==> src/tmr_params.svh <==
// Offsets, field positions, reset values and counts for the timer and interrupt block
`ifndef TMR_PARAMS_SVH
`define TMR_PARAMS_SVH
`define ADDR_W         12
`define OFF_T1_RELOAD  12'h000
`define OFF_T2_RELOAD  12'h004
`define OFF_T1_COUNT   12'h008
`define OFF_T2_COUNT   12'h00c
`define OFF_IRQ_REQ    12'h010
`define OFF_IRQ_MASK   12'h014
`define OFF_CLK_CFG    12'h018
`define OFF_PWR        12'h01c
`define IRQ_N          5
`define IRQ_P00        0
`define IRQ_T1         1
`define IRQ_T2         2
`define IRQ_RSVD       3
`define IRQ_PWM        4
`define CFG_SRC_BIT    0
`define CFG_DIV_LSB    1
`define CFG_DIV_MSB    3
`define CFG_WS_LSB     4
`define CFG_WS_MSB     5
`define PWR_DOWN_BIT   0
`define RST_RELOAD     8'h00
`define RST_MASK       5'h00
`define RST_DIV        3'h0
`define RST_WS         2'h1
`define RAM_CYCLE_CLKS 4'h1
`define TMR_TOP        8'hff
`define RESP_OKAY      2'h0
`define RESP_SLVERR    2'h2
`define PIN_W          18
`define SYNC_HF        0
`define SYNC_LF        1
`define SYNC_P0        2
`define SYNC_SETTLE    3'h4
`endif

==> src/tmr_types_pkg.sv <==
// Shared types for the timer and interrupt block
package tmr_types_pkg;
  typedef logic [7:0] byte_t;                // Timer and reload width
  typedef logic [4:0] irq_vec_t;             // One bit per interrupt source
  typedef enum logic {SRC_HF, SRC_LF} clk_src_e; // Processor clock source
endpackage

==> src/dual_timer_interrupt_unit.sv <==
// Dual reload timers, five-source interrupt unit, clock setup and power-down
//
// Added by the designer: register access over AXI4-Lite and the address map.
`timescale 1ns/1ns
`include "tmr_params.svh"
// Summary of operation
// - Each timer: 8-bit counter plus reload register.
// - Software writes and reads back both reload values.
// - Timer one counts fast oscillator, two slow.
// - Five interrupt sources feed the request register.
// - Each source has request bit and mask bit.
// - Port 0 bit 0 requests on rising edge only.
// - PWM period completion sets its request bit.
// - Any GPIO pin activity wakes from power-down.
// - Power-down output high only while powered down.
// - Static core: all state holds across clock stops.
// - Undivided, one wait: RAM one, external two clocks.
// - Clock source, divider and wait states programmable.
module dual_timer_interrupt_unit (
  input  wire logic        clock_i,
  input  wire logic        arst_n_i,
  input  wire logic        hf_osc_i,
  input  wire logic        lf_osc_i,
  input  wire logic [7:0]  port0_pins_i,
  input  wire logic [7:0]  port1_pins_i,
  input  wire logic        reserved_evt_i,
  input  wire logic        pwm_period_done_i,
  input  wire logic [11:0] s_axi_awaddr_i,
  input  wire logic        s_axi_awvalid_i,
  output logic             s_axi_awready_o,
  input  wire logic [31:0] s_axi_wdata_i,
  input  wire logic [3:0]  s_axi_wstrb_i,
  input  wire logic        s_axi_wvalid_i,
  output logic             s_axi_wready_o,
  output logic [1:0]       s_axi_bresp_o,
  output logic             s_axi_bvalid_o,
  input  wire logic        s_axi_bready_i,
  input  wire logic [11:0] s_axi_araddr_i,
  input  wire logic        s_axi_arvalid_i,
  output logic             s_axi_arready_o,
  output logic [31:0]      s_axi_rdata_o,
  output logic [1:0]       s_axi_rresp_o,
  output logic             s_axi_rvalid_o,
  input  wire logic        s_axi_rready_i,
  output logic             irq_o,
  output logic             powered_down_out_o,
  output logic             cpu_tick_o,
  output logic [3:0]       ext_cycle_clks_o
);
  import tmr_types_pkg::*;
  // Word match of a byte address against a register offset
  function automatic logic hit(input logic [`ADDR_W-1:0] a, input logic [`ADDR_W-1:0] off);
    hit = (a[`ADDR_W-1:2] == off[`ADDR_W-1:2]);
  endfunction
  logic [`PIN_W-1:0] pin_rise, pin_chg;     // Synchronised edges
  logic              hf_tick, lf_tick;      // Oscillator count pulses
  logic              p00_rise, gpio_chg;    // Port events
  byte_t             t1_count, t2_count;    // Live counter values
  logic              t1_ovf, t2_ovf;        // Overflow pulses
  irq_vec_t          evt, w1c;              // Set and clear vectors
  logic              pd_set;                // Software asks for power-down
  logic              do_wr;                 // Write performed this cycle
  logic              aw_have_reg, aw_have_next; // Write address held
  logic [11:0]       aw_addr_reg, aw_addr_next;
  logic              w_have_reg, w_have_next;   // Write data held
  byte_t             w_data_reg, w_data_next;
  logic              w_lane_reg, w_lane_next;   // Byte lane 0 enabled
  logic              awrdy_next, wrdy_next, arrdy_next;
  logic              bvalid_next, rvalid_next;
  logic [1:0]        bresp_next, rresp_next;
  logic [31:0]       rdata_next;
  byte_t             t1_reload_reg, t1_reload_next; // Timer one reload
  byte_t             t2_reload_reg, t2_reload_next; // Timer two reload
  irq_vec_t          req_reg, req_next;     // Sticky request bits
  irq_vec_t          mask_reg, mask_next;   // Interrupt enables
  logic              irq_next;
  logic              pd_reg, pd_next;       // Powered-down state
  clk_src_e          src_reg, src_next;     // Processor clock source
  logic [2:0]        div_reg, div_next;     // Divide by value plus one
  logic [1:0]        ws_reg, ws_next;       // Wait states
  logic [2:0]        dcnt_reg, dcnt_next;   // Divider count
  logic              src_tick, ctick_next;
  logic [3:0]        ext_next;
  // All external pins pass the three-stage filter
  pin_sync #(.WIDTH(`PIN_W)) u_sync (
    .clock_i  (clock_i),
    .arst_n_i (arst_n_i),
    .pins_i   ({port1_pins_i, port0_pins_i, lf_osc_i, hf_osc_i}),
    .rise_o   (pin_rise),
    .chg_o    (pin_chg)
  );
  assign hf_tick  = pin_rise[`SYNC_HF];
  assign lf_tick  = pin_rise[`SYNC_LF];
  assign p00_rise = pin_rise[`SYNC_P0];
  assign gpio_chg = |pin_chg[`PIN_W-1:`SYNC_P0];
  // One timer per oscillator
  reload_timer u_t1 (
    .clock_i  (clock_i),
    .arst_n_i (arst_n_i),
    .tick_i   (hf_tick),
    .reload_i (t1_reload_reg),
    .count_o  (t1_count),
    .ovf_o    (t1_ovf)
  );
  reload_timer u_t2 (
    .clock_i  (clock_i),
    .arst_n_i (arst_n_i),
    .tick_i   (lf_tick),
    .reload_i (t2_reload_reg),
    .count_o  (t2_count),
    .ovf_o    (t2_ovf)
  );
  // Bus slave, register file, interrupts and power state
  always_comb begin
    aw_have_next   = aw_have_reg;
    aw_addr_next   = aw_addr_reg;
    w_have_next    = w_have_reg;
    w_data_next    = w_data_reg;
    w_lane_next    = w_lane_reg;
    bvalid_next    = s_axi_bvalid_o;
    bresp_next     = s_axi_bresp_o;
    rvalid_next    = s_axi_rvalid_o;
    rresp_next     = s_axi_rresp_o;
    rdata_next     = s_axi_rdata_o;
    t1_reload_next = t1_reload_reg;
    t2_reload_next = t2_reload_reg;
    mask_next      = mask_reg;
    src_next       = src_reg;
    div_next       = div_reg;
    ws_next        = ws_reg;
    w1c            = '0;
    pd_set         = 1'b0;
    evt            = '0;
    evt[`IRQ_P00]  = p00_rise;
    evt[`IRQ_T1]   = t1_ovf;
    evt[`IRQ_T2]   = t2_ovf;
    evt[`IRQ_RSVD] = reserved_evt_i;
    evt[`IRQ_PWM]  = pwm_period_done_i;
    // Address and data are taken independently, in either order
    if (s_axi_awvalid_i && s_axi_awready_o) begin
      aw_have_next = 1'b1;
      aw_addr_next = s_axi_awaddr_i;
    end
    if (s_axi_wvalid_i && s_axi_wready_o) begin
      w_have_next = 1'b1;
      w_data_next = s_axi_wdata_i[7:0];
      w_lane_next = s_axi_wstrb_i[0];
    end
    if (s_axi_bvalid_o && s_axi_bready_i) begin
      bvalid_next = 1'b0;
    end
    do_wr = aw_have_reg && w_have_reg && !s_axi_bvalid_o;
    if (do_wr) begin
      aw_have_next = 1'b0;
      w_have_next  = 1'b0;
      bvalid_next  = 1'b1;
      bresp_next   = (|aw_addr_reg[`ADDR_W-1:5]) ? `RESP_SLVERR : `RESP_OKAY;
      // Registers are one byte wide, so only lane 0 stores
      if (w_lane_reg) begin
        if (hit(aw_addr_reg, `OFF_T1_RELOAD)) begin
          t1_reload_next = w_data_reg;
        end else if (hit(aw_addr_reg, `OFF_T2_RELOAD)) begin
          t2_reload_next = w_data_reg;
        end else if (hit(aw_addr_reg, `OFF_IRQ_REQ)) begin
          w1c = w_data_reg[`IRQ_N-1:0];
        end else if (hit(aw_addr_reg, `OFF_IRQ_MASK)) begin
          mask_next = w_data_reg[`IRQ_N-1:0];
        end else if (hit(aw_addr_reg, `OFF_CLK_CFG)) begin
          src_next = clk_src_e'(w_data_reg[`CFG_SRC_BIT]);
          div_next = w_data_reg[`CFG_DIV_MSB:`CFG_DIV_LSB];
          ws_next  = w_data_reg[`CFG_WS_MSB:`CFG_WS_LSB];
        end else if (hit(aw_addr_reg, `OFF_PWR)) begin
          pd_set = w_data_reg[`PWR_DOWN_BIT];
        end
        // Counter words are read-only; writes there are accepted and dropped
      end
    end
    awrdy_next = !aw_have_next;
    wrdy_next  = !w_have_next;
    // Read path: one outstanding read, answered the next cycle
    if (s_axi_rvalid_o && s_axi_rready_i) begin
      rvalid_next = 1'b0;
    end
    if (s_axi_arvalid_i && s_axi_arready_o) begin
      rvalid_next = 1'b1;
      rresp_next  = `RESP_OKAY;
      rdata_next  = 32'h0000_0000;
      if (|s_axi_araddr_i[`ADDR_W-1:5]) begin
        rresp_next = `RESP_SLVERR;
      end else if (hit(s_axi_araddr_i, `OFF_T1_RELOAD)) begin
        rdata_next[7:0] = t1_reload_reg;
      end else if (hit(s_axi_araddr_i, `OFF_T2_RELOAD)) begin
        rdata_next[7:0] = t2_reload_reg;
      end else if (hit(s_axi_araddr_i, `OFF_T1_COUNT)) begin
        rdata_next[7:0] = t1_count;
      end else if (hit(s_axi_araddr_i, `OFF_T2_COUNT)) begin
        rdata_next[7:0] = t2_count;
      end else if (hit(s_axi_araddr_i, `OFF_IRQ_REQ)) begin
        rdata_next[`IRQ_N-1:0] = req_reg;
      end else if (hit(s_axi_araddr_i, `OFF_IRQ_MASK)) begin
        rdata_next[`IRQ_N-1:0] = mask_reg;
      end else if (hit(s_axi_araddr_i, `OFF_CLK_CFG)) begin
        rdata_next[`CFG_WS_MSB:0] = {ws_reg, div_reg, src_reg};
      end else begin
        rdata_next[`PWR_DOWN_BIT] = pd_reg;
      end
    end
    arrdy_next = !rvalid_next;
    // Set beats clear so an event in the clearing cycle survives
    req_next = (req_reg & ~w1c) | evt;
    irq_next = |(req_next & mask_next);
    // Wake applies only when already powered down, and there it wins over a power-down request
    if (pd_reg && gpio_chg) begin
      pd_next = 1'b0;
    end else if (pd_set) begin
      pd_next = 1'b1;
    end else begin
      pd_next = pd_reg;
    end
  end
  // Registers of the bus and control group
  always_ff @(posedge clock_i or negedge arst_n_i) begin
    if (!arst_n_i) begin
      aw_have_reg        <= 1'b0;
      aw_addr_reg        <= 12'h000;
      w_have_reg         <= 1'b0;
      w_data_reg         <= 8'h00;
      w_lane_reg         <= 1'b0;
      s_axi_awready_o    <= 1'b1;
      s_axi_wready_o     <= 1'b1;
      s_axi_bvalid_o     <= 1'b0;
      s_axi_bresp_o      <= `RESP_OKAY;
      s_axi_arready_o    <= 1'b1;
      s_axi_rvalid_o     <= 1'b0;
      s_axi_rresp_o      <= `RESP_OKAY;
      s_axi_rdata_o      <= 32'h0000_0000;
      t1_reload_reg      <= `RST_RELOAD;
      t2_reload_reg      <= `RST_RELOAD;
      req_reg            <= '0;
      mask_reg           <= `RST_MASK;
      irq_o              <= 1'b0;
      pd_reg             <= 1'b0;
      powered_down_out_o <= 1'b0;
      src_reg            <= SRC_HF;
      div_reg            <= `RST_DIV;
      ws_reg             <= `RST_WS;
    end else begin
      aw_have_reg        <= aw_have_next;
      aw_addr_reg        <= aw_addr_next;
      w_have_reg         <= w_have_next;
      w_data_reg         <= w_data_next;
      w_lane_reg         <= w_lane_next;
      s_axi_awready_o    <= awrdy_next;
      s_axi_wready_o     <= wrdy_next;
      s_axi_bvalid_o     <= bvalid_next;
      s_axi_bresp_o      <= bresp_next;
      s_axi_arready_o    <= arrdy_next;
      s_axi_rvalid_o     <= rvalid_next;
      s_axi_rresp_o      <= rresp_next;
      s_axi_rdata_o      <= rdata_next;
      t1_reload_reg      <= t1_reload_next;
      t2_reload_reg      <= t2_reload_next;
      req_reg            <= req_next;
      mask_reg           <= mask_next;
      irq_o              <= irq_next;
      pd_reg             <= pd_next;
      powered_down_out_o <= pd_next;
      src_reg            <= src_next;
      div_reg            <= div_next;
      ws_reg             <= ws_next;
    end
  end
  // Processor clock: chosen source, divided, stopped while powered down
  always_comb begin
    src_tick   = 1'b0;
    unique case (src_reg)
      SRC_HF: src_tick = hf_tick;
      SRC_LF: src_tick = lf_tick;
    endcase
    ctick_next = 1'b0;
    dcnt_next  = dcnt_reg;
    // Stopping ticks freezes the core without touching its state
    if (!pd_reg && src_tick) begin
      if (dcnt_reg >= div_reg) begin
        dcnt_next  = 3'h0;
        ctick_next = 1'b1;
      end else begin
        dcnt_next = dcnt_reg + 3'h1;
      end
    end
    // Internal RAM takes one clock; each wait state adds one elsewhere
    ext_next = `RAM_CYCLE_CLKS + {2'h0, ws_reg};
  end
  // Registers of the clock group
  always_ff @(posedge clock_i or negedge arst_n_i) begin
    if (!arst_n_i) begin
      dcnt_reg         <= 3'h0;
      cpu_tick_o       <= 1'b0;
      ext_cycle_clks_o <= `RAM_CYCLE_CLKS + {2'h0, `RST_WS};
    end else begin
      dcnt_reg         <= dcnt_next;
      cpu_tick_o       <= ctick_next;
      ext_cycle_clks_o <= ext_next;
    end
  end
endmodule

==> src/pin_sync.sv <==
// Three-stage pin synchroniser with agreement filter and edge pulses
`timescale 1ns/1ns
`include "tmr_params.svh"
module pin_sync #(
  parameter int WIDTH = 1
) (
  input  wire logic             clock_i,
  input  wire logic             arst_n_i,
  input  wire logic [WIDTH-1:0] pins_i,
  output logic      [WIDTH-1:0] rise_o,
  output logic      [WIDTH-1:0] chg_o
);
  logic [WIDTH-1:0] s1_reg, s2_reg, s3_reg;  // Sync chain; s1 feeds only s2
  logic [WIDTH-1:0] lvl_reg, lvl_next;       // Accepted pin level
  logic [WIDTH-1:0] rise_next, chg_next;     // Edge pulses
  logic [2:0]       settle_reg, settle_next; // Blocks edges until chain is filled
  logic             armed;

  // Level moves only where stages two and three agree
  always_comb begin
    armed       = (settle_reg == `SYNC_SETTLE);
    lvl_next    = (s2_reg & s3_reg) | (lvl_reg & (s2_reg ^ s3_reg));
    rise_next   = armed ? (lvl_next & ~lvl_reg) : '0;
    chg_next    = armed ? (lvl_next ^ lvl_reg) : '0;
    settle_next = armed ? settle_reg : settle_reg + 3'h1;
  end

  // Registers only; a pin already high at reset gives no edge
  always_ff @(posedge clock_i or negedge arst_n_i) begin
    if (!arst_n_i) begin
      s1_reg     <= '0;
      s2_reg     <= '0;
      s3_reg     <= '0;
      lvl_reg    <= '0;
      rise_o     <= '0;
      chg_o      <= '0;
      settle_reg <= 3'h0;
    end else begin
      s1_reg     <= pins_i;
      s2_reg     <= s1_reg;
      s3_reg     <= s2_reg;
      lvl_reg    <= lvl_next;
      rise_o     <= rise_next;
      chg_o      <= chg_next;
      settle_reg <= settle_next;
    end
  end
endmodule

==> src/reload_timer.sv <==
// Eight-bit up-counter that reloads from a reload value on overflow
`timescale 1ns/1ns
`include "tmr_params.svh"
module reload_timer (
  input  wire logic       clock_i,
  input  wire logic       arst_n_i,
  input  wire logic       tick_i,
  input  wire logic [7:0] reload_i,
  output logic      [7:0] count_o,
  output logic            ovf_o
);
  logic [7:0] count_next; // Next count
  logic       ovf_next;   // One-cycle overflow pulse

  // Count each tick; passing all-ones reloads and flags overflow
  always_comb begin
    count_next = count_o;
    ovf_next   = 1'b0;
    if (tick_i) begin
      if (count_o == `TMR_TOP) begin
        count_next = reload_i;
        ovf_next   = 1'b1;
      end else begin
        count_next = count_o + 8'h01;
      end
    end
  end

  // The count only changes on a tick, so a stopped source simply holds
  always_ff @(posedge clock_i or negedge arst_n_i) begin
    if (!arst_n_i) begin
      count_o <= 8'h00;
      ovf_o   <= 1'b0;
    end else begin
      count_o <= count_next;
      ovf_o   <= ovf_next;
    end
  end
endmodule

==> config.mk <==
export PLATFORM = sky130hd
export DESIGN_NAME = dual_timer_interrupt_unit
export DESIGN_NICKNAME = d
export VERILOG_FILES = /design/src/tmr_types_pkg.sv /design/src/dual_timer_interrupt_unit.sv /design/src/pin_sync.sv /design/src/reload_timer.sv
export VERILOG_INCLUDE_DIRS = /design/src
export SDC_FILE = /design/constraint.sdc
export NUM_CORES = 1
export LEC_CHECK = 0
export BUFFER_PORTS_ARGS = -buffer_cell sky130_fd_sc_hd__buf_2
export CAP_MARGIN = 20
export CORE_UTILIZATION = 56
export DETAILED_ROUTE_END_ITERATION = 12
export PLACE_DENSITY_LB_ADDON = 0.3
export SLEW_MARGIN = 20
export SYNTH_ARGS = -nofsm -noshare
export SYNTH_HDL_FRONTEND = slang
export SYNTH_SLANG_ARGS = --single-unit
==> constraint.sdc <==
create_clock -name clock_i -period 2.4 [get_ports clock_i]
set_clock_uncertainty 0.05 [all_clocks]
set_input_delay 0.24 -clock clock_i [delete_from_list [all_inputs] [get_ports clock_i]]
set_output_delay 0.24 -clock clock_i [all_outputs]
set_load 0.1 [all_outputs]
* Word-level counts from Yosys, hierarchy flattened *
Cells that the tools add are included.

word-level totals
  flip-flop bits (word level) = 195
  output and inout bits = 48
  word-level logic and storage cells = 152
  input bits = 87

operators by class
  reduce and logical (&&, ||, !) cells = 25
  order comparisons = 1
  bitwise operators = 16
  add/subtract/negate cells = 5
  eq/ne operators = 14
  multiplexer cells = 55

operators by type and width
  kind                   count
  $eq A10 B3 Y1 const B  7
  $mux W5                14
  $mux W8                6
  $and A18 B18 Y18       2
  $xor A18 B18 Y18       2
  $mux W1                27
  $eq A10 B1 Y1 const B  2
  $eq A10 B2 Y1 const B  2
  $logic_not A10 Y1      2
  $mux W18               1
  $or A18 B18 Y18        1
  $add A8 B1 Y8 const B  2
  $eq A8 B8 Y1 const B   2
  $reduce_or A16 Y1      1
  $reduce_or A7 Y1       2
  $and A5 B5 Y5          2
  $logic_and A1 B1 Y1    9
  $reduce_and A7 Y1      1
  $add A3 B1 Y3 const B  2
  $mux W2                3
  $mux W3                2
  $mux W6                1
  $logic_not A1 Y1       5
  $not A1 Y1             5
  12 further kinds       13

* Logic depth before layout (Yosys ltp) *
Gate-level depths: netlist of run 1.

  word-level depth = 11
  mapped depth = 7
  gate-level depth less buffers = 7

* Hierarchy *
From an unflattened synthesis of run 1, not the netlist that was laid out.

second synthesis, totals
  cell total of the unflattened synthesis = 673
  area, all modules = 8563.2 um2

modules (own cells, without submodules)
  module                     area an instance (um2)  cells each  seq. area each (um2)  instances
  dual_timer_interrupt_unit  3781.1                  328         1933.1                1
  pin_sync                   3736.1                  233         2777.7                1
  reload_timer               523.0                   56          225.2                 2

* Worst setup path before layout of run 1 *
Ideal clock, no wire load.

  path type = register -> register
  start = register s_axi_bvalid_o
  end = register irq_o
  buffers on the path = 0
  setup slack = 58 ps
  clock period less this slack = 2342 ps
  arrival time = 2159 ps
  cell stages (with the launch flop) = 6
  setup time = 133 ps
  required time = 2217 ps
  path through = dfrtp_1 -> nand3b_1 -> or4_4 -> o22a_4 -> a22oi_2 -> nand4_1

on the way
  cells in the longest elaborated chain, start to end = 8
  elaborated cells between the ends (all ways) = 9
  those cells by class = mux: 2; bitwise: 4; reduce/logical: 3

ends and longest elaborated chain
  what                    line                              text
  from (decl)             dual_timer_interrupt_unit.sv:36   output logic s_axi_bvalid_o,
  from (signal assigned)  dual_timer_interrupt_unit.sv:255  s_axi_bvalid_o <= bvalid_next;
  $logic_not A1 Y1        dual_timer_interrupt_unit.sv:152  do_wr = aw_have_reg && w_have_reg && !s_axi_bvalid_o;
  $logic_and A1 B1 Y1     dual_timer_interrupt_unit.sv:152
  $mux W5                 dual_timer_interrupt_unit.sv:153  if (do_wr) begin
  $not A5 Y5              dual_timer_interrupt_unit.sv:210  req_next = (req_reg & ~w1c) | evt;
  $and A5 B5 Y5           dual_timer_interrupt_unit.sv:210
  $or A5 B5 Y5            dual_timer_interrupt_unit.sv:210
  net req_next[0]         dual_timer_interrupt_unit.sv:74   irq_vec_t req_reg, req_next;
  $and A5 B5 Y5           dual_timer_interrupt_unit.sv:211  irq_next = |(req_next & mask_next);
  $reduce_or A5 Y1        dual_timer_interrupt_unit.sv:211
  net irq_next            dual_timer_interrupt_unit.sv:76   logic irq_next;
  to (signal assigned)    dual_timer_interrupt_unit.sv:265  irq_o <= irq_next;
  to (decl)               dual_timer_interrupt_unit.sv:45   output logic irq_o,

The timed path passes the listed nets, and every way through them passes these cells.
A chain may end at the register's enable or synchronous reset.

* Final worst setup path of run 1 *
  start = register aw_addr_reg[6]
  end = register t1_reload_reg[3]

on the way
  cells in the longest elaborated chain, start to end = 2

ends and longest elaborated chain
  what                         line                              text
  from (decl)                  dual_timer_interrupt_unit.sv:64   logic [11:0] aw_addr_reg, aw_addr_next;
  from (signal assigned)       dual_timer_interrupt_unit.sv:249  aw_addr_reg <= aw_addr_next;
  $logic_not A10 Y1            dual_timer_interrupt_unit.sv:53   hit = (a[`ADDR_W-1:2] == off[`ADDR_W-1:2]);
  $reduce_and A3 Y1 (no line)  --
  to (signal assigned)         dual_timer_interrupt_unit.sv:237  t1_reload_reg <= `RST_RELOAD;
  to (signal assigned)         dual_timer_interrupt_unit.sv:261  t1_reload_reg <= t1_reload_next;
  to (decl)                    dual_timer_interrupt_unit.sv:72   byte_t t1_reload_reg, t1_reload_next;

No other way between the ends.

==> results.sh, run 1 <==
export IMPL_yosys_cell_types_count=56
export IMPL_synth_main_ff_cell="dfrtp_1"
export IMPL_drv_slew=0
export IMPL_clk_latency_ps=420
export IMPL_synth_compound_area_share_pct=10.2
export IMPL_viasPerCell=5.47
export IMPL_tritoncts="done"
export IMPL_grt_antenna_before_repair=0
export IMPL_grt_overflow=0
export IMPL_post_route_util_pct=69.0
export IMPL_ant_nets=0
export IMPL_p_switching_mw=2.54
export IMPL_pwr_share_comb_pct=17.0
export IMPL_synthXorXnorAreaFrac_pct=0.223
export IMPL_post_route_min_period_ps=2210
export IMPL_synth_edf_count=0
export IMPL_critical_path_max_fanout=8
export IMPL_dieHeight_um=120
export IMPL_die_area_um2=14500
export IMPL_hold_viol_final=0
export IMPL_routed_wl_um=15100
export IMPL_synth_top_family_by_area="simple AND/OR/NAND/NOR gates"
export IMPL_cts_root_buf="clkbuf_16"
export IMPL_synth_mux_area_share_pct=9.24
export IMPL_cts_resized=0
export IMPL_yosys_area_share_simple_pct=10.6
export IMPL_fin_nets=880
export IMPL_setup_viol=0
export IMPL_worstPathArrival_ps=2470
export IMPL_peakVddDrop_v=0.000703
export IMPL_outcome="finished, final reports clean"
export IMPL_num_io_pins=135
export IMPL_drt_wirelength_per_cell_um=15.8
export IMPL_num_rows=42
export IMPL_h_tree_depth=4
export IMPL_power_frac_seq_pct=48.3
export IMPL_insertedDiodeCount=0
export IMPL_clock_path_buffers=2
export IMPL_maxCapViolCount=0
export IMPL_grt_pass1_vias=5304
export IMPL_tightest_slew_ps=780
export IMPL_ys_seq_elements=189
export IMPL_period_share_pct=92.0
export IMPL_swShare_pct=30.6
export IMPL_dr_pass1_iters=5
export IMPL_drc=0
export IMPL_power_density_nw_per_um2=893
export IMPL_yosys_warnings=0
export IMPL_setup_tns_ps=0
export IMPL_yosys_area_share_adder_pct=4.31
export IMPL_mostFrequentLayoutCells="dfrtp_1 (184), buf_2 (75), mux2_2 (51), nor2_1 (44), nand2_1 (41)"
export IMPL_async_flop_share_pct=100
export IMPL_path_clk_slew_ps=70
export IMPL_cp_required_ps=2660
export IMPL_mostFrequentLayoutCell="dfrtp_1"
export IMPL_port_buffers=76
export IMPL_routabilityCongestion=0.902
export IMPL_core_area_um2=13500
export IMPL_first_iter_violations=352
export IMPL_die_w_um=120
export IMPL_track_usage_pct=23.0
export IMPL_dp_hpwl_um=10400
export IMPL_slew_headroom_pct=47.9
export IMPL_drive_above_1_share_pct=24.0
export IMPL_startpoint_type="register"
export IMPL_max_freq_mhz=453
export IMPL_yosysSeqAreaShare_pct=60.4
export IMPL_report_power_total_mw=8.29
export IMPL_num_vias=5220
export IMPL_power_internal_mw=5.75
export IMPL_grt_max_degree=75
export IMPL_hold_path_class="input port to register"
export IMPL_initial_core_util_pct=58.3
export IMPL_synthesis_area_um2=7840
export IMPL_rsz0062_at_grt="no"
export IMPL_power_share_clock_pct=34.6
export IMPL_end_kind="register"
export IMPL_worst_setup_path_type="register to register"
export IMPL_synthToLayoutAreaGrowth_pct=18.4
export IMPL_tritoncts_num_buffers=17
export IMPL_synth_area_per_cell_um2=12.1
export IMPL_postSynthCellCount=649
export IMPL_grt_pass1_wl_um=25700
export IMPL_leakage_nw=4.47
export IMPL_clock_sinks=189
[power by group through the flow]
stage	combinational [mW]	sequential [mW]	clock, mW
6_report	1.41	4.01	2.87
5_1_grt	1.54	4.06	3.07
3_5_place_dp	1.37	4.04	0
3_3_place_gp	1.32	4.01	0
2_1_floorplan	0.879	4.15	0
4_1_cts	1.42	3.99	2.93
[synthesized netlist by cell type (all sizes together), types with 2 or more instances]
master   instances  area share, %
ha              27            4.3
a21oi           34            2.2
a31oi            3           0.24
o2111ai          2           0.22
o22a             2           0.35
nand2           41            2.0
and3             3           0.24
or3              3           0.24
o221ai           3           0.34
buf             29            2.7
mux2            51            7.3
o31ai            2           0.19
mux2i           15            1.9
nand2b           8           0.64
or4              5           0.62
dfrtp          184             59
o21ai           30            1.9
nor2            44            2.1
or2              6           0.48
inv             35            1.7
o22ai            5           0.40
a21o            19            1.8
o41ai            2           0.22
nor4             5           0.59
o21a             3           0.29
nor3            19            1.2
dfstp            5            1.7
nand4            4           0.32
xnor2            2           0.22
o2bb2ai          2           0.22
a22oi            2           0.26
a22o             3           0.34
a32o             3           0.38
nor3b            5           0.48
nand3           13           0.83
clkbuf          14           0.67
a21boi           3           0.29
[through the flow]
stage | hold slack, ps | instance area [um2] | setup WS (ps) | cells
4_1_cts | 1.02 | 9280 | 174 | 954
5_1_grt | 1.02 | 9280 | 89.4 | 954
3_3_place_gp | 254 | 8380 | 266 | 894
6_report | 10.1 | 9280 | 191 | 954
3_5_place_dp | 265 | 8380 | 218 | 894
2_1_floorplan | -106 | 7940 | 58.2 | 675
[cell type report]
cell class / count / area (um2)
Sequential cell: 189 / 4740
Fill cell: 941 / 4170
Multi-Input combinational cell: 408 / 2810
Timing Repair Buffer: 115 / 777
Clock buffer: 18 / 429
Tap cell: 176 / 220
Clock inverter: 13 / 179
Inverter: 35 / 131
[worst max-delay path: stages (launching register included)]
cell,delay (ps)
dfrtp_1,390
nor4_1,390
nand3_1,220
or4_1,670
mux2_2,370
[kinds of logic (layout without fill, tap and decap cells)]
group                      count (synthesis)  after routing
muxes                                     66             66
AOI/OAI and AO/OA                        123            123
other                                      1             27
xor gates and xnor gates                   2              2
buffers and inverters                     78            181
adders and majority gates                 27             27
DFF                                      189            189
and+or+nand+nor                          163            163
[routing by layer]
layer / wire, um / up-vias / global-route usage, %
li1: - / 2468 / -
met1: 6450 / 2554 / 30.0
met2: 7680 / 180 / 39.2
met3: 770 / 18 / 4.91
met4: 173 / 0 / 6.33
met5: 0 / - / 0
[path summary, 6_finish.rpt]
kind / slack [ps] / depth (start not counted) / startpoint / end
setup / recovery: 190 / 4 / aw_addr_reg[6] / t1_reload_reg[3]
hold / removal: 10 / 2 / s_axi_awaddr_i[9] / aw_addr_reg[9]
setup reg to reg: 190 / 4 / aw_addr_reg[6] / t1_reload_reg[3]
hold reg to reg: 300 / 0 / u_sync.s1_reg[10] / u_sync.s2_reg[10]
max in group asynchronous: 1170 / 3 / arst_n_i / s_axi_awready_o
min in group asynchronous: 360 / 2 / arst_n_i / u_t1.count_o[5]
[timing repair]
item                       4_1_cts  5_1_grt
buffers inserted                 0        0
hold buffers                    29        0
hold endpoints to repair        95        0
setup endpoints to repair        0        0
Note: power is estimated with default switching activity, not from simulation.
==> run 2, diff against run 1 <==
==> constraint.sdc (replaced) <==
create_clock -name clock_i -period 2.4 [get_ports clock_i]
set_clock_uncertainty 0.05 [all_clocks]
set_input_delay 0.12 -clock clock_i [delete_from_list [all_inputs] [get_ports clock_i]]
set_output_delay 0.12 -clock clock_i [all_outputs]
set_load 0.1 [all_outputs]
==> run 2 against run 1 <==
Against the previous run: wire length up 4.9%; non-clock buffer count up 14; setup slack worse by 32 ps; global-route usage up 0.66 points; critical path depth up 1; first-iteration DRC count down 15%; critical path type unchanged.
==> results.sh, run 2 (synthesis gave the netlist of run 1 again) <==
export IMPL_outcome="finished, final reports clean"
export IMPL_clock_sinks=189
export IMPL_track_usage_pct=23.7
export IMPL_grt_antenna_before_repair=0
export IMPL_n_fill_cell=960
export IMPL_rsz0062_at_grt="no"
export IMPL_finalNonFillerCells=969
export IMPL_port_buffers=76
export IMPL_endpoint="irq_o"
export IMPL_core_area_um2=13500
export IMPL_grt_pass1_vias=5530
export IMPL_dieHeight_um=120
export IMPL_swShare_pct=30.9
export IMPL_num_rows=42
export IMPL_pwr_share_comb_pct=17.5
export IMPL_worst_setup_path_type="register to register"
export IMPL_tritoncts_num_buffers=17
export IMPL_dp_hpwl_um=10700
export IMPL_drive_above_1_share_pct=23.6
export IMPL_reg2regPathDepth=5
export IMPL_insertedDiodeCount=0
export IMPL_num_io_pins=135
export IMPL_leakage_nw=4.52
export IMPL_drv_slew=0
export IMPL_ant_nets=0
export IMPL_routed_wl_um=15800
export IMPL_dpl_cell_area_um2=8380
export IMPL_maxCapViolCount=0
export IMPL_power_frac_seq_pct=48.9
export IMPL_path_clk_slew_ps=70
export IMPL_p_switching_mw=2.54
export IMPL_viasPerCell=5.53
export IMPL_cts_root_buf="clkbuf_16"
export IMPL_end_kind="register"
export IMPL_cpLargestDelayFamily="simple AND/OR/NAND/NOR gates"
export IMPL_die_area_um2=14500
export IMPL_hold_path_class="input port to register"
export IMPL_setup_worst_path_start="aw_addr_reg[11]"
export IMPL_drc=0
export IMPL_num_vias=5355
export IMPL_critical_path_max_fanout=5
export IMPL_period_share_pct=93.4
export IMPL_dr_pass1_iters=5
export IMPL_path_cells="or3_1, nor4_4, mux2_2, a22oi_2, nand4_1"
export IMPL_hold_path_cell_count=3
export IMPL_worstReg2RegEnd="irq_o"
export IMPL_setup_viol=0
export IMPL_routabilityCongestion=0.889
export IMPL_power_share_clock_pct=33.6
export IMPL_critPathBufInv=0
export IMPL_startpoint_type="register"
export IMPL_die_w_um=120
export IMPL_power_internal_mw=5.67
export IMPL_cp_required_ps=2650
export IMPL_power_density_nw_per_um2=874
export IMPL_reg2reg_from="aw_addr_reg[11]"
export IMPL_h_tree_depth=4
export IMPL_grt_overflow=0
export IMPL_post_route_min_period_ps=2240
export IMPL_grt_pass1_wl_um=26100
export IMPL_slew_headroom_pct=46.9
export IMPL_setup_tns_ps=0
export IMPL_critPathMaxStageDelay_ps=470
export IMPL_reg2reg_slack_ps=160
export IMPL_peakVddDrop_v=0.000656
export IMPL_cp_slowest_cell="or3_1"
export IMPL_dp_cells=894
export IMPL_tritoncts="done"
export IMPL_synthToLayoutAreaGrowth_pct=19.9
export IMPL_crit_cells=5
export IMPL_cts_resized=0
export IMPL_fin_nets=894
export IMPL_drt_wirelength_per_cell_um=16.3
export IMPL_worstPathArrival_ps=2490
export IMPL_clock_path_buffers=2
export IMPL_clk_latency_ps=430
export IMPL_first_iter_violations=299
export IMPL_dpl_worst_slack_ps=237
export IMPL_finalWorstSetupSlack_ps=159
export IMPL_mostFrequentLayoutCell="dfrtp_1"
export IMPL_grt_max_degree=77
export IMPL_initial_core_util_pct=58.3
export IMPL_hold_viol_final=0
export IMPL_max_freq_mhz=446
export IMPL_tightest_slew_ps=794
export IMPL_postLayoutCellArea_um2=9400
export IMPL_mostFrequentLayoutCells="dfrtp_1 (184), buf_2 (75), mux2_2 (51), nor2_1 (44), dlygate4sd3_1 (43)"
export IMPL_report_power_total_mw=8.21
==> run 2: worst min-delay path by stage <==
stage                    from              end
3_3_place_gp         arst_n_i  u_t1.count_o[7]
2_1_floorplan        arst_n_i  aw_addr_reg[10]
4_1_cts        s_axi_wvalid_i   s_axi_wready_o
5_1_grt        s_axi_wvalid_i   s_axi_wready_o
6_report       s_axi_wvalid_i   s_axi_wready_o
3_5_place_dp         arst_n_i  u_t1.count_o[4]
==> run 2: power groups by stage <==
stage	registers, mW	logic, mW	clock network (mW)
floorplan	4.15	0.879	0
global placement	4.02	1.32	0
detailed placement	4.05	1.37	0
CTS	4.01	1.44	2.80
global route	4.06	1.56	2.95
finish	4.02	1.44	2.76
==> run 2: area by class of cell <==
class	count	area [um2]	area share, %
Tap cell	176	220	2.34
Timing Repair Buffer	129	917	9.76
Multi-Input combinational cell	408	2810	29.9
Inverter	35	131	1.40
Sequential cell	189	4740	50.4
Clock buffer	20	447	4.75
Clock inverter	12	140	1.49
==> run 2: worst register-to-register path, stage by stage (launching register included) <==
cell	delay [ps]
dfrtp_1	390
or3_1	470
nor4_4	470
mux2_2	410
a22oi_2	190
nand4_1	120
==> run 2: routing by layer <==
metal | vias up | global-route usage, % | wire length [um] | share of wire [%]
li1 | 2488 | - | - | -
met1 | 2654 | 29.0 | 6640 | 42
met2 | 174 | 40.5 | 8030 | 51
met3 | 39 | 5.14 | 740 | 4.7
met4 | 0 | 10.4 | 415 | 2.6
met5 | - | 0 | 0 | 0
==> run 2: stage by stage <==
stage	hold WS (ps)	utilization (%)
finish	49.8	69.9
global route	69.1	69.9
CTS	30.3	69.9
detailed placement	152	62.3
global placement	143	62.3
floorplan	-226	-
==> run 2: what timing repair did <==
action,in CTS,in global routing
endpoints found under the hold margin,115,0
setup endpoints to repair,0,0
setup buffers,0,0
hold buffers,43,0
==> run 3, diff against run 2 <==
- BUFFER_PORTS_ARGS: -buffer_cell sky130_fd_sc_hd__buf_2 -> -buffer_cell sky130_fd_sc_hd__buf_4
- CORE_MARGIN: not set -> 2
==> run 3 against run 2 <==
Against the previous run: non-clock buffer count increased by 3; die area increased by 3.4%; sequential power about the same; sequential cell count unchanged; design area increased by 2.3%; clock-buffer cell count increased by 1; maximum frequency decreased by 0.12%; largest power group unchanged; highest routed layer unchanged.
==> results.sh, run 3 (synthesis gave the netlist of run 1 again) <==
export IMPL_die_w_um=122
export IMPL_power_density_nw_per_um2=867
export IMPL_maxCapViolCount=0
export IMPL_drv_slew=0
export IMPL_clock_path_buffers=2
export IMPL_port_buffers=76
export IMPL_mostFrequentLayoutCells="dfrtp_1 (184), buf_4 (87), mux2_2 (51), nor2_1 (44), dlygate4sd3_1 (43)"
export IMPL_grt_max_degree=70
export IMPL_hold_slack_ps=38.6
export IMPL_drt_wirelength_per_cell_um=16.3
export IMPL_core_area_um2=13800
export IMPL_report_power_total_mw=8.34
export IMPL_tritoncts_num_buffers=17
export IMPL_dieHeight_um=122
export IMPL_cp_required_ps=2660
export IMPL_grt_antenna_before_repair=0
export IMPL_grt_pass1_vias=5440
export IMPL_peakVddDrop_v=0.000553
export IMPL_critical_path_max_fanout=8
export IMPL_num_io_pins=135
export IMPL_grt_pass1_wl_um=26000
export IMPL_routabilityCongestion=0.857
export IMPL_drive_above_1_share_pct=23.9
export IMPL_post_route_min_period_ps=2240
export IMPL_cts_resized=0
export IMPL_hold_path_class="input port to register"
export IMPL_tritoncts="done"
export IMPL_dr_pass1_iters=5
export IMPL_insertedDiodeCount=0
export IMPL_setup_tns_ps=0
export IMPL_max_freq_mhz=446
export IMPL_tightest_slew_ps=756
export IMPL_rsz0062_at_grt="no"
export IMPL_clock_sinks=189
export IMPL_routed_wl_um=15900
export IMPL_fin_nets=897
export IMPL_num_vias=5341
export IMPL_clk_latency_ps=430
export IMPL_worst_setup_path_type="register to register"
export IMPL_die_area_um2=15000
export IMPL_path_clk_slew_ps=70
export IMPL_track_usage_pct=22.8
export IMPL_leakage_nw=4.60
export IMPL_viasPerCell=5.47
export IMPL_end_kind="register"
export IMPL_slew_headroom_pct=49.5
export IMPL_grt_overflow=0
export IMPL_synthToLayoutAreaGrowth_pct=22.6
export IMPL_ant_nets=0
export IMPL_initial_core_util_pct=56.9
export IMPL_dp_hpwl_um=10900
export IMPL_outcome="finished, final reports clean"
export IMPL_cts_root_buf="clkbuf_16"
export IMPL_setup_viol=0
export IMPL_num_rows=43
export IMPL_drc=0
export IMPL_h_tree_depth=4
export IMPL_hold_viol_final=0
export IMPL_first_iter_violations=391
export IMPL_startpoint_type="register"
export IMPL_n_fill_cell=959
export IMPL_mostFrequentLayoutCell="dfrtp_1"
export IMPL_period_share_pct=93.5
export IMPL_worstPathArrival_ps=2500
run 3: cell types whose count changed in the layout (fill, tap and decap cells not counted), moves of 2 or more:
cell	change
buf_4	+79
clkinvlp_4	-2
clkinv_4	-4
buf_2	-75
clkinv_2	+4
run 3: what timing repair did:
| action | 4_1_cts | 5_1_grt |
|---|---|---|
| hold buffers | 43 | 0 |
| endpoints found under the hold margin | 105 | 0 |
| endpoints found under the setup margin | 0 | 0 |
| buffers inserted | 0 | 0 |
run 3: final cells by class:
cell class                      count  area (um2)  area share [%]
Clock buffer                       21         460            4.79
Multi-Input combinational cell    408        2810            29.2
Sequential cell                   189        4740            49.3
Clock inverter                     11         140            1.46
Timing Repair Buffer              132        1110            11.6
Tap cell                          180         225            2.34
Inverter                           35         131            1.37
run 3: where the power goes:
group	internal [mW]	switching (mW)	total (mW)	leakage [nW]
Sequential	3.59	0.413	4.00	2.34
Clock	1.69	1.16	2.85	0.297
Combinational	0.563	0.927	1.49	1.96
Total	5.84	2.50	8.34	4.60
run 3: stage by stage:
step / instances / setup slack [ps] / utilization, % / cell area (um2)
floorplan: 675 / 58.2 / - / 7940
global placement: 901 / 262 / 62.3 / 8580
detailed placement: 901 / 161 / 62.3 / 8580
CTS: 976 / 154 / 69.8 / 9620
global route: 976 / 46.0 / 69.8 / 9620
finish: 976 / 156 / 69.8 / 9620
run 3: worst paths after layout:
kind,startpoint,to,slack [ps],depth (start not counted)
max in group asynchronous,arst_n_i,u_sync.lvl_reg[6],1310,3
min in group asynchronous,arst_n_i,u_t1.count_o[4],220,2
max reg2reg,aw_addr_reg[6],t1_reload_reg[2],160,4
max,aw_addr_reg[6],t1_reload_reg[2],160,4
min reg2reg,u_sync.s1_reg[4],u_sync.s2_reg[4],300,0
min,s_axi_araddr_i[11],s_axi_rresp_o[1],40,4
run 3: critical path, cell delays in order (launching register included):
cell,delay (ps)
dfrtp_1,400
nor4_1,400
nand3_1,230
or4_1,690
mux2_2,360
run 3: routing by layer:
layer | track usage [%] | vias to the layer above | part of all wire, %
li1 | - | 2496 | -
met1 | 27.1 | 2630 | 40
met2 | 39.2 | 169 | 52
met3 | 5.67 | 46 | 5.1
met4 | 10.3 | 0 | 2.9
met5 | 0 | - | 0
